`src/rtl/adc_error_calculation_field_pkg.sv`:
```
// Constants shared by the conversion result computation unit.
package adc_error_calculation_field_pkg;
	// ********************************************************
	// Register indices; the Wishbone byte address is four times each.
	// ********************************************************
	localparam logic [9:0] IDX_LOWER_THRESHOLD = 10'h08c;
	localparam logic [9:0] IDX_UPPER_THRESHOLD = 10'h08e;
	localparam logic [9:0] IDX_ERROR_VALUE = 10'h090;
	localparam logic [9:0] IDX_SETPOINT_VALUE = 10'h092;
	localparam logic [9:0] IDX_FILTER_OUTPUT = 10'h094;
	localparam logic [9:0] IDX_SUM_ACCUMULATOR = 10'h096;
	localparam logic [9:0] IDX_SAMPLE_COUNTER = 10'h099;
	localparam logic [9:0] IDX_REPEAT_SETTING = 10'h09a;
	localparam logic [9:0] IDX_PREVIOUS_RESULT = 10'h09b;
	localparam logic [9:0] IDX_CONVERSION_RESULT = 10'h09d;
	localparam logic [9:0] IDX_CONTROL_ZERO = 10'h111;
	localparam logic [9:0] IDX_CONTROL_ONE = 10'h112;
	localparam logic [9:0] IDX_CONTROL_TWO = 10'h113;
	localparam logic [9:0] IDX_CONTROL_THREE = 10'h114;
	localparam logic [9:0] IDX_COMPUTATION_STATUS = 10'h115;
	// Plain storage registers: channel, acquisition, capacitance,
	// precharge, reference, auto trigger, clock select, charge pump.
	localparam int MISC_NUM = 8;
	localparam logic [9:0] MISC_IDX [MISC_NUM] = '{10'h09f, 10'h10c,
		10'h10e, 10'h10f, 10'h116, 10'h117, 10'h118, 10'h29e};
	localparam logic [15:0] MISC_MASK [MISC_NUM] = '{16'h00ff, 16'hffff,
		16'h00ff, 16'hffff, 16'h00ff, 16'h00ff, 16'h00ff, 16'h00ff};
	// ********************************************************
	// Field positions.
	// ********************************************************
	localparam int ON_BIT = 7;
	localparam int CONTINUOUS_SAMPLING_BIT_BIT = 6;
	localparam int GO_BIT = 0;
	localparam int DOUBLE_SAMPLE_ENABLE_BIT = 0;
	localparam int PREVIOUS_SOURCE_BIT_BIT = 7;
	localparam int SHIFT_LSB = 4;
	localparam int ACCUMULATOR_CLEAR_BIT_BIT = 3;
	localparam int ERROR_CALCULATION_FIELD_LSB = 4;
	localparam int SOI_BIT = 3;
	localparam int OV_BIT = 7;
	localparam int ABOVE_UPPER_FLAG_BIT = 6;
	localparam int BELOW_LOWER_FLAG_BIT = 5;
	localparam int FIRST_OF_PAIR_FLAG_BIT = 4;
	localparam int TIF_BIT = 3;
	// ********************************************************
	// Computation mode codes.
	// ********************************************************
	localparam logic [2:0] MD_BASIC = 3'h0;
	localparam logic [2:0] MD_ACCUM = 3'h1;
	localparam logic [2:0] MD_AVERAGE = 3'h2;
	localparam logic [2:0] MD_BURST = 3'h3;
	localparam logic [2:0] MD_LOWPASS = 3'h4;
	localparam logic [7:0] CNT_MAX = 8'hff;
endpackage

```
`src/rtl/adc_error_calculation_field_unit.sv`:
```
// Result computation unit: accumulate, filter, error and threshold test.
// Overview of operation
// - mode 001 adds every result to accumulator.
// - filter output is accumulator shifted right.
// - filter output always right-justified.
// - sample counter increments per accumulated sample.
// - accumulate mode tests threshold every sample.
// - mode 010 tests only when count reaches repeat.
// - average mode shift yields sample mean.
// - mode 011 retriggers until count reaches repeat.
// - mode 100 low-pass filters, tests after repeat.
// - results latched before error and test.
// - error chosen by error calculation field.
// - compare error, update above/below flags.
// - threshold mode selects interrupt condition.
// - met condition sets threshold interrupt flag.
// - threshold comparisons are signed.
// - accumulator overflow also signals threshold interrupt.
// - continuous bit retriggers, keeps conversion active.
// - stop-on-interrupt clears active bit, stops.
// - first of pair: flag, accumulate, no test.
// - second of pair moves previous, result, tests.
// - overflow flag set when sum overflows.
// - clear bit clears accumulator, overflow, counter.
// - burst mode clears accumulator at trigger.
// - mode 000 no accumulation, still tests.
`timescale 1ns/1ps
module adc_error_calculation_field_unit
	import adc_error_calculation_field_pkg::*;
(
	// Clock and reset.
	input wire logic mclk,
	input wire logic reset_n,
	// Wishbone classic slave.
	input wire logic wb_cyc_i,
	input wire logic wb_stb_i,
	input wire logic wb_we_i,
	input wire logic [11:0] wb_adr_i,
	input wire logic [3:0] wb_sel_i,
	input wire logic [31:0] wb_dat_i,
	output logic [31:0] wb_dat_o,
	output logic wb_ack_o,
	// Conversion core.
	input wire logic conv_done,
	input wire logic [15:0] conv_data,
	input wire logic [15:0] diff_data,
	output logic conv_start,
	// Status levels.
	output logic conversion_active,
	output logic threshold_interrupt_flag
);
	// ********************************************************
	// Bus decode.
	// ********************************************************
	logic ack_ff; // Acknowledge, one cycle per request.
	logic [31:0] rdat_ff; // Registered read data.
	logic [9:0] idx; // Word index of the request.
	logic wr; // Write taken this cycle.
	logic [31:0] bmask; // Byte-lane write mask.
	assign idx = wb_adr_i[11:2];
	assign wr = wb_cyc_i && wb_stb_i && wb_we_i && !ack_ff;
	assign bmask = {{8{wb_sel_i[3]}}, {8{wb_sel_i[2]}},
		{8{wb_sel_i[1]}}, {8{wb_sel_i[0]}}};
	assign wb_ack_o = ack_ff;
	assign wb_dat_o = rdat_ff;

	// Merge write data into the old value by byte lane.
	function automatic logic [31:0] merge(input logic [31:0] old);
		merge = (old & ~bmask) | (wb_dat_i & bmask);
	endfunction

	// ********************************************************
	// Register state.
	// ********************************************************
	logic signed [15:0] lth_ff; // Lower threshold.
	logic signed [15:0] uth_ff; // Upper threshold.
	logic signed [15:0] stpt_ff; // Setpoint.
	logic signed [15:0] err_ff; // Error value.
	logic signed [15:0] flt_ff; // Filter output.
	logic signed [15:0] flt_old_ff; // Filter output before last update.
	logic signed [17:0] acc_ff; // Sum accumulator.
	logic [7:0] cnt_ff; // Sample counter.
	logic [7:0] rpt_ff; // Repeat setting.
	logic signed [15:0] prev_ff; // Previous result.
	logic signed [15:0] res_ff; // Conversion result.
	logic [15:0] diff_ff; // Sensing result, held so stage two sees it.
	logic [7:0] con0_ff; // Control zero, GO kept apart.
	logic [7:0] con1_ff; // Control one.
	logic [7:0] con2_ff; // Control two, clear bit kept apart.
	logic [7:0] con3_ff; // Control three.
	logic [15:0] misc_ff [MISC_NUM]; // Plain storage registers.
	logic go_ff; // Conversion in progress.
	logic accumulator_clear_bit_ff; // Accumulator clear pending.
	logic ov_ff; // Accumulator overflow flag.
	logic above_upper_flag_ff; // Error above upper threshold.
	logic below_lower_flag_ff; // Error below lower threshold.
	logic first_of_pair_flag_ff; // First of a pair captured.
	logic tif_ff; // Threshold interrupt flag.
	logic start_ff; // Start pulse to the core.
	logic done_ff; // Stage two of a completed conversion.
	logic error_calculation_field_ff; // Stage two computes error this time.
	logic test_ff; // Stage two performs the threshold test.
	logic keep_ff; // Stage two retriggers the core.

	// Mode field views.
	logic [2:0] md;
	logic [2:0] shift_count;
	logic [2:0] error_calculation_field;
	logic [2:0] threshold_mode_field;
	assign md = con2_ff[2:0];
	assign shift_count = con2_ff[SHIFT_LSB +: 3];
	assign error_calculation_field = con3_ff[ERROR_CALCULATION_FIELD_LSB +: 3];
	assign threshold_mode_field = con3_ff[2:0];

	// Software setting GO while the unit is on.
	logic go_set;
	assign go_set = wr && idx == IDX_CONTROL_ZERO && wb_sel_i[0]
		&& wb_dat_i[GO_BIT] && !go_ff && con0_ff[ON_BIT];

	// ********************************************************
	// Bus acknowledge and read data.
	// ********************************************************
	// One wait state: ack rises the edge after the request and
	// falls the edge after, so back-to-back requests never merge.
	always_ff @(posedge mclk or negedge reset_n)
	begin
		if (!reset_n)
			ack_ff <= 1'b0;
		else
			ack_ff <= wb_cyc_i && wb_stb_i && !ack_ff;
	end

	// Read mux; unmapped indices answer zero.
	always_ff @(posedge mclk or negedge reset_n)
	begin
		if (!reset_n)
			rdat_ff <= 32'h0000_0000;
		else if (!(wb_cyc_i && wb_stb_i && !wb_we_i && !ack_ff))
			rdat_ff <= rdat_ff;
		else if (idx == IDX_LOWER_THRESHOLD)
			rdat_ff <= {16'h0000, lth_ff};
		else if (idx == IDX_UPPER_THRESHOLD)
			rdat_ff <= {16'h0000, uth_ff};
		else if (idx == IDX_ERROR_VALUE)
			rdat_ff <= {16'h0000, err_ff};
		else if (idx == IDX_SETPOINT_VALUE)
			rdat_ff <= {16'h0000, stpt_ff};
		else if (idx == IDX_FILTER_OUTPUT)
			rdat_ff <= {16'h0000, flt_ff};
		else if (idx == IDX_SUM_ACCUMULATOR)
			rdat_ff <= {8'h00, {6{acc_ff[17]}}, acc_ff};
		else if (idx == IDX_SAMPLE_COUNTER)
			rdat_ff <= {24'h000000, cnt_ff};
		else if (idx == IDX_REPEAT_SETTING)
			rdat_ff <= {24'h000000, rpt_ff};
		else if (idx == IDX_PREVIOUS_RESULT)
			rdat_ff <= {16'h0000, prev_ff};
		else if (idx == IDX_CONVERSION_RESULT)
			rdat_ff <= {16'h0000, res_ff};
		else if (idx == IDX_CONTROL_ZERO)
			rdat_ff <= {24'h000000, con0_ff[7:1], go_ff};
		else if (idx == IDX_CONTROL_ONE)
			rdat_ff <= {24'h000000, con1_ff};
		else if (idx == IDX_CONTROL_TWO)
			rdat_ff <= {24'h000000, con2_ff[7:4], accumulator_clear_bit_ff, con2_ff[2:0]};
		else if (idx == IDX_CONTROL_THREE)
			rdat_ff <= {24'h000000, con3_ff};
		else if (idx == IDX_COMPUTATION_STATUS)
			rdat_ff <= {24'h000000, ov_ff, above_upper_flag_ff, below_lower_flag_ff, first_of_pair_flag_ff,
				tif_ff, 2'b00, go_ff};
		else
		begin
			rdat_ff <= 32'h0000_0000;
			for (int i = 0; i < MISC_NUM; i++)
				if (idx == MISC_IDX[i])
					rdat_ff <= {16'h0000, misc_ff[i] & MISC_MASK[i]};
		end
	end

	// ********************************************************
	// Software-only registers.
	// ********************************************************
	// Thresholds, setpoint, repeat setting and control bytes.
	always_ff @(posedge mclk or negedge reset_n)
	begin
		if (!reset_n)
		begin
			lth_ff <= 16'sh0000;
			uth_ff <= 16'sh0000;
			stpt_ff <= 16'sh0000;
			rpt_ff <= 8'h00;
			con0_ff <= 8'h00;
			con1_ff <= 8'h00;
			con2_ff <= 8'h00;
			con3_ff <= 8'h00;
		end
		else if (wr)
		begin
			if (idx == IDX_LOWER_THRESHOLD)
				lth_ff <= 16'(merge({16'h0000, lth_ff}));
			else if (idx == IDX_UPPER_THRESHOLD)
				uth_ff <= 16'(merge({16'h0000, uth_ff}));
			else if (idx == IDX_SETPOINT_VALUE)
				stpt_ff <= 16'(merge({16'h0000, stpt_ff}));
			else if (idx == IDX_REPEAT_SETTING)
				rpt_ff <= 8'(merge({24'h000000, rpt_ff}));
			else if (idx == IDX_CONTROL_ZERO)
				con0_ff <= 8'(merge({24'h000000, con0_ff}));
			else if (idx == IDX_CONTROL_ONE)
				con1_ff <= 8'(merge({24'h000000, con1_ff}));
			else if (idx == IDX_CONTROL_TWO)
				con2_ff <= 8'(merge({24'h000000, con2_ff}));
			else if (idx == IDX_CONTROL_THREE)
				con3_ff <= 8'(merge({24'h000000, con3_ff}));
		end
	end

	// Storage the unit keeps for the analog side but never reads.
	for (genvar g = 0; g < MISC_NUM; g++)
	begin : g_misc
		always_ff @(posedge mclk or negedge reset_n)
		begin
			if (!reset_n)
				misc_ff[g] <= 16'h0000;
			else if (wr && idx == MISC_IDX[g])
				misc_ff[g] <= 16'(merge({16'h0000, misc_ff[g]}));
		end
	end

	// ********************************************************
	// Stage one: accumulate on conversion complete.
	// ********************************************************
	logic dbl_first; // This conversion is the first of a pair.
	logic restart; // Average mode starts a fresh batch.
	logic signed [17:0] base; // Accumulator before the add.
	logic signed [18:0] sum; // Wide sum for overflow detection.
	logic signed [17:0] acc_new;
	logic [7:0] cnt_base;
	logic [7:0] cnt_new;
	logic accum; // Mode accumulates at all.
	assign dbl_first = con1_ff[DOUBLE_SAMPLE_ENABLE_BIT] && !first_of_pair_flag_ff;
	assign restart = md == MD_AVERAGE && cnt_ff >= rpt_ff;
	assign accum = md != MD_BASIC && md <= MD_LOWPASS;
	assign base = restart ? 18'sh00000 : acc_ff;
	assign cnt_base = restart ? 8'h00 : cnt_ff;

	// The low-pass form leaks the shifted accumulator back out.
	always_comb
	begin
		if (md == MD_LOWPASS)
			sum = 19'(base) + 19'(signed'(conv_data)) - 19'(base >>> shift_count);
		else
			sum = 19'(base) + 19'(signed'(conv_data));
	end
	assign acc_new = sum[17:0];
	assign cnt_new = cnt_base == CNT_MAX ? cnt_base : cnt_base + 8'h01;

	// Accumulator, counter and overflow; the clear bit wins over a
	// sample arriving in the same cycle since software asked last.
	always_ff @(posedge mclk or negedge reset_n)
	begin
		if (!reset_n)
		begin
			acc_ff <= 18'sh00000;
			cnt_ff <= 8'h00;
			ov_ff <= 1'b0;
		end
		else if (accumulator_clear_bit_ff)
		begin
			acc_ff <= 18'sh00000;
			cnt_ff <= 8'h00;
			ov_ff <= 1'b0;
		end
		else if (go_set && md == MD_BURST)
		begin
			acc_ff <= 18'sh00000;
			cnt_ff <= 8'h00;
		end
		else if (conv_done && accum)
		begin
			acc_ff <= acc_new;
			cnt_ff <= cnt_new;
			if (sum[18] != sum[17])
				ov_ff <= 1'b1;
			else if (restart)
				ov_ff <= 1'b0;
		end
		else if (wr && !go_ff && idx == IDX_SUM_ACCUMULATOR)
			acc_ff <= 18'(merge({8'h00, {6{acc_ff[17]}}, acc_ff}));
		else if (wr && idx == IDX_SAMPLE_COUNTER)
			cnt_ff <= 8'(merge({24'h000000, cnt_ff}));
	end

	// Clear request: set by software, dropped by hardware once done.
	always_ff @(posedge mclk or negedge reset_n)
	begin
		if (!reset_n)
			accumulator_clear_bit_ff <= 1'b0;
		else if (accumulator_clear_bit_ff)
			accumulator_clear_bit_ff <= 1'b0;
		else if (wr && idx == IDX_CONTROL_TWO && wb_sel_i[0])
			accumulator_clear_bit_ff <= wb_dat_i[ACCUMULATOR_CLEAR_BIT_BIT];
	end

	// Filter output, result and previous value.
	always_ff @(posedge mclk or negedge reset_n)
	begin
		if (!reset_n)
		begin
			flt_ff <= 16'sh0000;
			flt_old_ff <= 16'sh0000;
			res_ff <= 16'sh0000;
			prev_ff <= 16'sh0000;
			diff_ff <= 16'h0000;
		end
		else if (conv_done)
		begin
			// The core moves on after its pulse, so keep its sensing value.
			diff_ff <= diff_data;
			if (accum)
			begin
				flt_old_ff <= flt_ff;
				flt_ff <= 16'(acc_new >>> shift_count);
			end
			if (!dbl_first)
			begin
				res_ff <= conv_data;
				if (con1_ff[DOUBLE_SAMPLE_ENABLE_BIT])
					prev_ff <= con2_ff[PREVIOUS_SOURCE_BIT_BIT] ? flt_ff : res_ff;
				else
					prev_ff <= con2_ff[PREVIOUS_SOURCE_BIT_BIT] ? flt_ff : res_ff;
			end
			else
				res_ff <= conv_data;
		end
	end

	// First-of-pair flag toggles through a double sample.
	always_ff @(posedge mclk or negedge reset_n)
	begin
		if (!reset_n)
			first_of_pair_flag_ff <= 1'b0;
		else if (conv_done && con1_ff[DOUBLE_SAMPLE_ENABLE_BIT])
			first_of_pair_flag_ff <= !first_of_pair_flag_ff;
		else if (!con1_ff[DOUBLE_SAMPLE_ENABLE_BIT])
			first_of_pair_flag_ff <= 1'b0;
	end

	// Stage-two controls decided from the new count.
	always_ff @(posedge mclk or negedge reset_n)
	begin
		if (!reset_n)
		begin
			done_ff <= 1'b0;
			error_calculation_field_ff <= 1'b0;
			test_ff <= 1'b0;
			keep_ff <= 1'b0;
		end
		else
		begin
			done_ff <= conv_done;
			// no error on the first of a pair
			error_calculation_field_ff <= conv_done && !dbl_first;
			test_ff <= !(md == MD_AVERAGE || md == MD_BURST ||
				md == MD_LOWPASS) || cnt_new >= rpt_ff;
			keep_ff <= con0_ff[CONTINUOUS_SAMPLING_BIT_BIT] ||
				(md == MD_BURST && cnt_new < rpt_ff);
		end
	end

	// ********************************************************
	// Stage two: error and threshold test on latched values.
	// ********************************************************
	logic signed [15:0] err_new;
	logic above;
	logic below;
	logic cond;
	logic hit; // Threshold interrupt condition this cycle.
	always_comb
	begin
		case (error_calculation_field)
			3'h0: err_new = res_ff - prev_ff;
			3'h1: err_new = diff_ff;
			3'h2: err_new = res_ff - stpt_ff;
			3'h3: err_new = res_ff - flt_ff;
			3'h4: err_new = flt_ff - flt_old_ff;
			3'h5: err_new = flt_ff - stpt_ff;
			default: err_new = 16'sh0000;
		endcase
	end
	assign above = err_new > uth_ff;
	assign below = err_new < lth_ff;
	always_comb
	begin
		case (threshold_mode_field)
			3'h0: cond = 1'b0;
			3'h1: cond = below;
			3'h2: cond = !below;
			3'h3: cond = !below && !above;
			3'h4: cond = below || above;
			3'h5: cond = !above;
			3'h6: cond = above;
			default: cond = 1'b1;
		endcase
	end
	assign hit = error_calculation_field_ff && test_ff && (cond || ov_ff);

	// Error register and comparison flags.
	always_ff @(posedge mclk or negedge reset_n)
	begin
		if (!reset_n)
		begin
			err_ff <= 16'sh0000;
			above_upper_flag_ff <= 1'b0;
			below_lower_flag_ff <= 1'b0;
		end
		else if (error_calculation_field_ff && test_ff)
		begin
			err_ff <= err_new;
			above_upper_flag_ff <= above;
			below_lower_flag_ff <= below;
		end
	end

	// Interrupt flag: a new hit wins over a software clear.
	always_ff @(posedge mclk or negedge reset_n)
	begin
		if (!reset_n)
			tif_ff <= 1'b0;
		else if (hit)
			tif_ff <= 1'b1;
		else if (wr && idx == IDX_COMPUTATION_STATUS && wb_sel_i[0]
			&& !wb_dat_i[TIF_BIT])
			tif_ff <= 1'b0;
	end
	assign threshold_interrupt_flag = tif_ff;

	// ********************************************************
	// Conversion sequencing.
	// ********************************************************
	// GO stays high across retriggers and falls at the end of the
	// last one, or at once when a hit stops the run.
	always_ff @(posedge mclk or negedge reset_n)
	begin
		if (!reset_n)
			go_ff <= 1'b0;
		else if (hit && con3_ff[SOI_BIT])
			go_ff <= 1'b0;
		else if (go_set)
			go_ff <= 1'b1;
		else if (wr && idx == IDX_CONTROL_ZERO && wb_sel_i[0]
			&& !wb_dat_i[GO_BIT])
			go_ff <= 1'b0;
		else if (done_ff && !keep_ff)
			go_ff <= 1'b0;
	end
	assign conversion_active = go_ff;

	// Start pulse: once on a software GO, then per retrigger.
	always_ff @(posedge mclk or negedge reset_n)
	begin
		if (!reset_n)
			start_ff <= 1'b0;
		else
			start_ff <= go_set || (done_ff && keep_ff && go_ff &&
				!(hit && con3_ff[SOI_BIT]));
	end
	assign conv_start = start_ff;
endmodule
```
`config.mk`:
```
export PLATFORM = sky130hd
export DESIGN_NAME = adc_error_calculation_field_unit
export DESIGN_NICKNAME = d
export VERILOG_FILES = /design/src/rtl/adc_error_calculation_field_pkg.sv /design/src/rtl/adc_error_calculation_field_unit.sv
export SDC_FILE = /design/constraint.sdc
export NUM_CORES = 1
export LEC_CHECK = 0
export BUFFER_PORTS_ARGS = -buffer_cell sky130_fd_sc_hd__clkbuf_2
export CORE_MARGIN = 2
export CORE_UTILIZATION = 65
export DETAILED_ROUTE_END_ITERATION = 12
export PLACE_DENSITY = 0.84
export RECOVER_POWER = 50
export REMOVE_ABC_BUFFERS = 1
export SETUP_SLACK_MARGIN = 0.2
export SYNTH_ARGS = -nofsm -noshare
export SYNTH_HDL_FRONTEND = slang
export SYNTH_SLANG_ARGS = --single-unit
```
`constraint.sdc`:
```
create_clock -name mclk -period 12.95 [get_ports mclk]
set_clock_uncertainty 0.05 [all_clocks]
set_input_delay 1.295 -clock mclk [delete_from_list [all_inputs] [get_ports mclk]]
set_output_delay 1.295 -clock mclk [all_outputs]
set_load 0.02 [all_outputs]
```
==> flow_summary.toml <==
[power_and_ir_drop]
netSwitchingFraction_pct = 43.8
comb_power_share_pct = 53.8
p_leak_uw = 0.0106
p_switching_uw = 2330
power_frac_seq_pct = 25.3
p_int_uw = 2990
power_frac_clock_pct = 20.9
pwr_density_cell_nw_per_um2 = 224
peakVddDrop_v = 0.000221

[synthesis]
synth_edf_count = 0
ys_ff_latch = 319
synth_top_family_by_area = "compound AO/OA/AOI/OAI gates"
yosys.area_share.adder_pct = 6.93
synthesis.area_um2 = 21900
synth_area_leaders = "dfrtp_1 (36%), mux2_2 (9.9%), ha_1 (6.6%)"
ys.warnings.count = 0
synth_top_area_cell = "dfrtp_1"
syn_avg_cell_area_um2 = 9.17
ys_seq_area_share_pct = 36.4
synth_top_area_share_pct = 36.4
synth.area.mux_share_pct = 14.1
synthCells = 2391
synth_compound_area_share_pct = 19.7
synth-simple-area-share_pct = 16.7
async_flop_share_pct = 100
synth.distinct_cells = 91
synth-xor-area-share_pct = 2.00
synthFlopType = "dfrtp_1"

[floorplanning]
die_h_um = 188
rows = 67
start_util_pct = 65.7
core_um2 = 33400
die_x_um = 188
dieArea_um2 = 35200
ios = 122

[clocking]
cts_tree = "done"
cts_buffers = 37
clk_pin_slew_ns = 0.06
cts.sinks = 319
htree_levels = 2
clk-insertion-delay-late_ns = 0.55
cts_buffer_depth = 3
cts_resized = 0
cts_post_setup_buffers_inserted = 0
cts-root-buf = "clkbuf_16"
cts_hold_buffers = 0

[sta]
drv_slew = 296
relSlewSlack_pct = -250
rsz0062_at_grt = "no"
fin_setup_tns_ns = 0
hold_violations = 0
final-setup-viol-count = 0
post-route-period-util_pct = 66.9
hold_ws_ns = 0.429
worst_pin_slew_ns = 5.25
fin_crit_ns = 8.66
fmax_mhz = 115

[critical_path]
slowest_stage = "clkbuf_1"
startpoint = "reset_n"
cp_data_required_time_ns = 13.40
startpoint_type = "input port"
path_buf_inv = 3
critPathKind = "input port to async pin"
critical_path.cell_chain = "clkbuf_1 > clkbuf_1 > buf_4"
regToRegEndpoint = "conv_start"
end_kind = "async pin"
cp_data_arrival_time_ns = 9.11
slowest_delay_ns = 3.59
rr_worst_depth = 25
rrSetupSlack_ns = 4.88
cp_max_fo = 98
worst_path_most_repeated_cell = "clkbuf_1"
cp_top_family = "buffers and inverters"

[worst_hold_path]
min_from = "flt_old_ff[8]"
worstHoldPathCells = 2
whs_endpoint = "flt_old_ff[8]"
holdCritPathClass = "register to register"

[global_routing]
antenna_found_initial = 0
grt_usage_pct = 40.3
grt_pass1_vias = 19700
grt_max_degree = 99
grt_pass1_wl_mm = 111
grt_overflow = 0

[placed_design]
hpwl_mm = 51.5
io_buffers = 96
place_congestion = 0.983

[layout]
filler_cell_count = 2575
mostFrequentLayoutCell = "dfrtp_1"
synthToLayoutAreaGrowth_pct = 8.64
num-nets-final = 2623
mostFrequentLayoutCells = "dfrtp_1 (318), nand2_1 (288), mux2_2 (191)"
drive_above_1_share_pct = 16.2
antenna_cells = 0

[job]
maxCapViolCount = 5

[detailed_routing]
drtPass1Iterations = 7
ant_nets = 0
viasPerCell = 6.97
post_drt_wl_per_cell_um = 24.6
wl_mm = 71.2
route.vias.total = 20200
drtIter0Drc = 2252
drc = 0

[status]
violations = "max-capacitance violations, max-slew violations"
status = "finished with violations"
power groups by stage:
stage	clock, uW	combinational [uW]	sequential, uW
after floorplan	0	2120	1270
after global placement	0	2700	1340
after detailed placement	0	2780	1350
after CTS	1110	2810	1330
after global routing	1160	3150	1360
final	1110	2870	1350
how the worst max path moves through the flow:
stage / end / slack [ns] / cells after the start
final: flt_old_ff[13] / 4.29 / 3
after global routing: async pin / 2.70 / 3
after CTS: conv_start / 4.96 / 25
after detailed placement: conv_start / 5.02 / 25
after global placement: conv_start / 5.16 / 25
after floorplan: conv_start / 6.60 / 23
per-layer routing:
| layer | GRT usage [%] | up-vias | part of all wire [%] |
|---|---|---|---|
| li1 | - | 8882 | - |
| met2 | 63.3 | 1192 | 45 |
| met3 | 8.63 | 228 | 11 |
| met5 | 0 | - | 0 |
| met1 | 54.3 | 9860 | 40 |
| met4 | 17.1 | 0 | 4.5 |
cell usage after synthesis (all sizes together) (14+ instances only):
cell,count
a211oi,43
a311oi,14
inv,71
nor3,42
a221oi,27
ha,115
nor4,27
dfrtp,319
o22ai,30
and2,29
nand4,24
buf,43
o21ai,160
mux2i,83
xor2,20
a21o,26
a22oi,22
nand3,62
o21a,23
mux2,192
nand2,289
nor2,171
o31ai,19
nand2b,19
or3,15
a31oi,25
clkbuf,103
xnor2,30
a222oi,15
a21oi,127
nor2b,29
and3,20
o211ai,16
final cells by class:
| type | instances | area, um^2 | area share [%] |
|---|---|---|---|
| Tap cell | 448 | 561 | 2.35 |
| Multi-Input combinational cell | 1860 | 13100 | 54.8 |
| Clock buffer | 48 | 1050 | 4.41 |
| Inverter | 73 | 274 | 1.15 |
| Timing Repair Buffer | 127 | 657 | 2.76 |
| Clock inverter | 16 | 228 | 0.956 |
| Sequential cell | 319 | 7980 | 33.5 |
cell families after synthesis:
group | Yosys count
AOI/OAI and AO/OA | 645
xor gates and xnor gates | 50
adders and majority gates | 119
buffers and inverters | 219
DFF | 319
muxes | 279
other | 1
and+or+nand+nor | 759
worst register-to-register path: stages (launching register included):
cell and delay (ns):
dfrtp_1 0.78, inv_1 0.38, nor2_1 0.27, nand2_1 0.53, mux2_2 0.41, ha_1 0.16, inv_1 0.06, fa_1 0.43
a21o_1 0.23, a221oi_1 0.34, a21oi_1 0.17, a41o_1 0.31, or2_2 0.27, a21oi_1 0.20, xor2_1 0.16, o221ai_1 0.19
ha_1 0.35, o21a_1 0.20, o21ai_0 0.15, a21oi_1 0.06, o41ai_1 0.92, nand2_1 0.23, or4_1 0.52, a31o_2 0.27
nand4_1 0.16, a41o_1 0.19
stage by stage:
step / setup WS (ns) / instance area, um^2 / std cells / total power [uW] / util (%)
finish: 4.29 / 23800 / 2891 / 5330 / 71.4
global placement: 5.16 / 22600 / 2827 / 4040 / 67.8
global route: 2.70 / 23800 / 2891 / 5670 / 71.4
floorplan: 6.60 / 21300 / 2252 / 3390 / -
detailed placement: 5.02 / 22600 / 2827 / 4130 / 67.8
CTS: 4.96 / 23900 / 2891 / 5250 / 71.6
(Power assumes the default switching activity.)
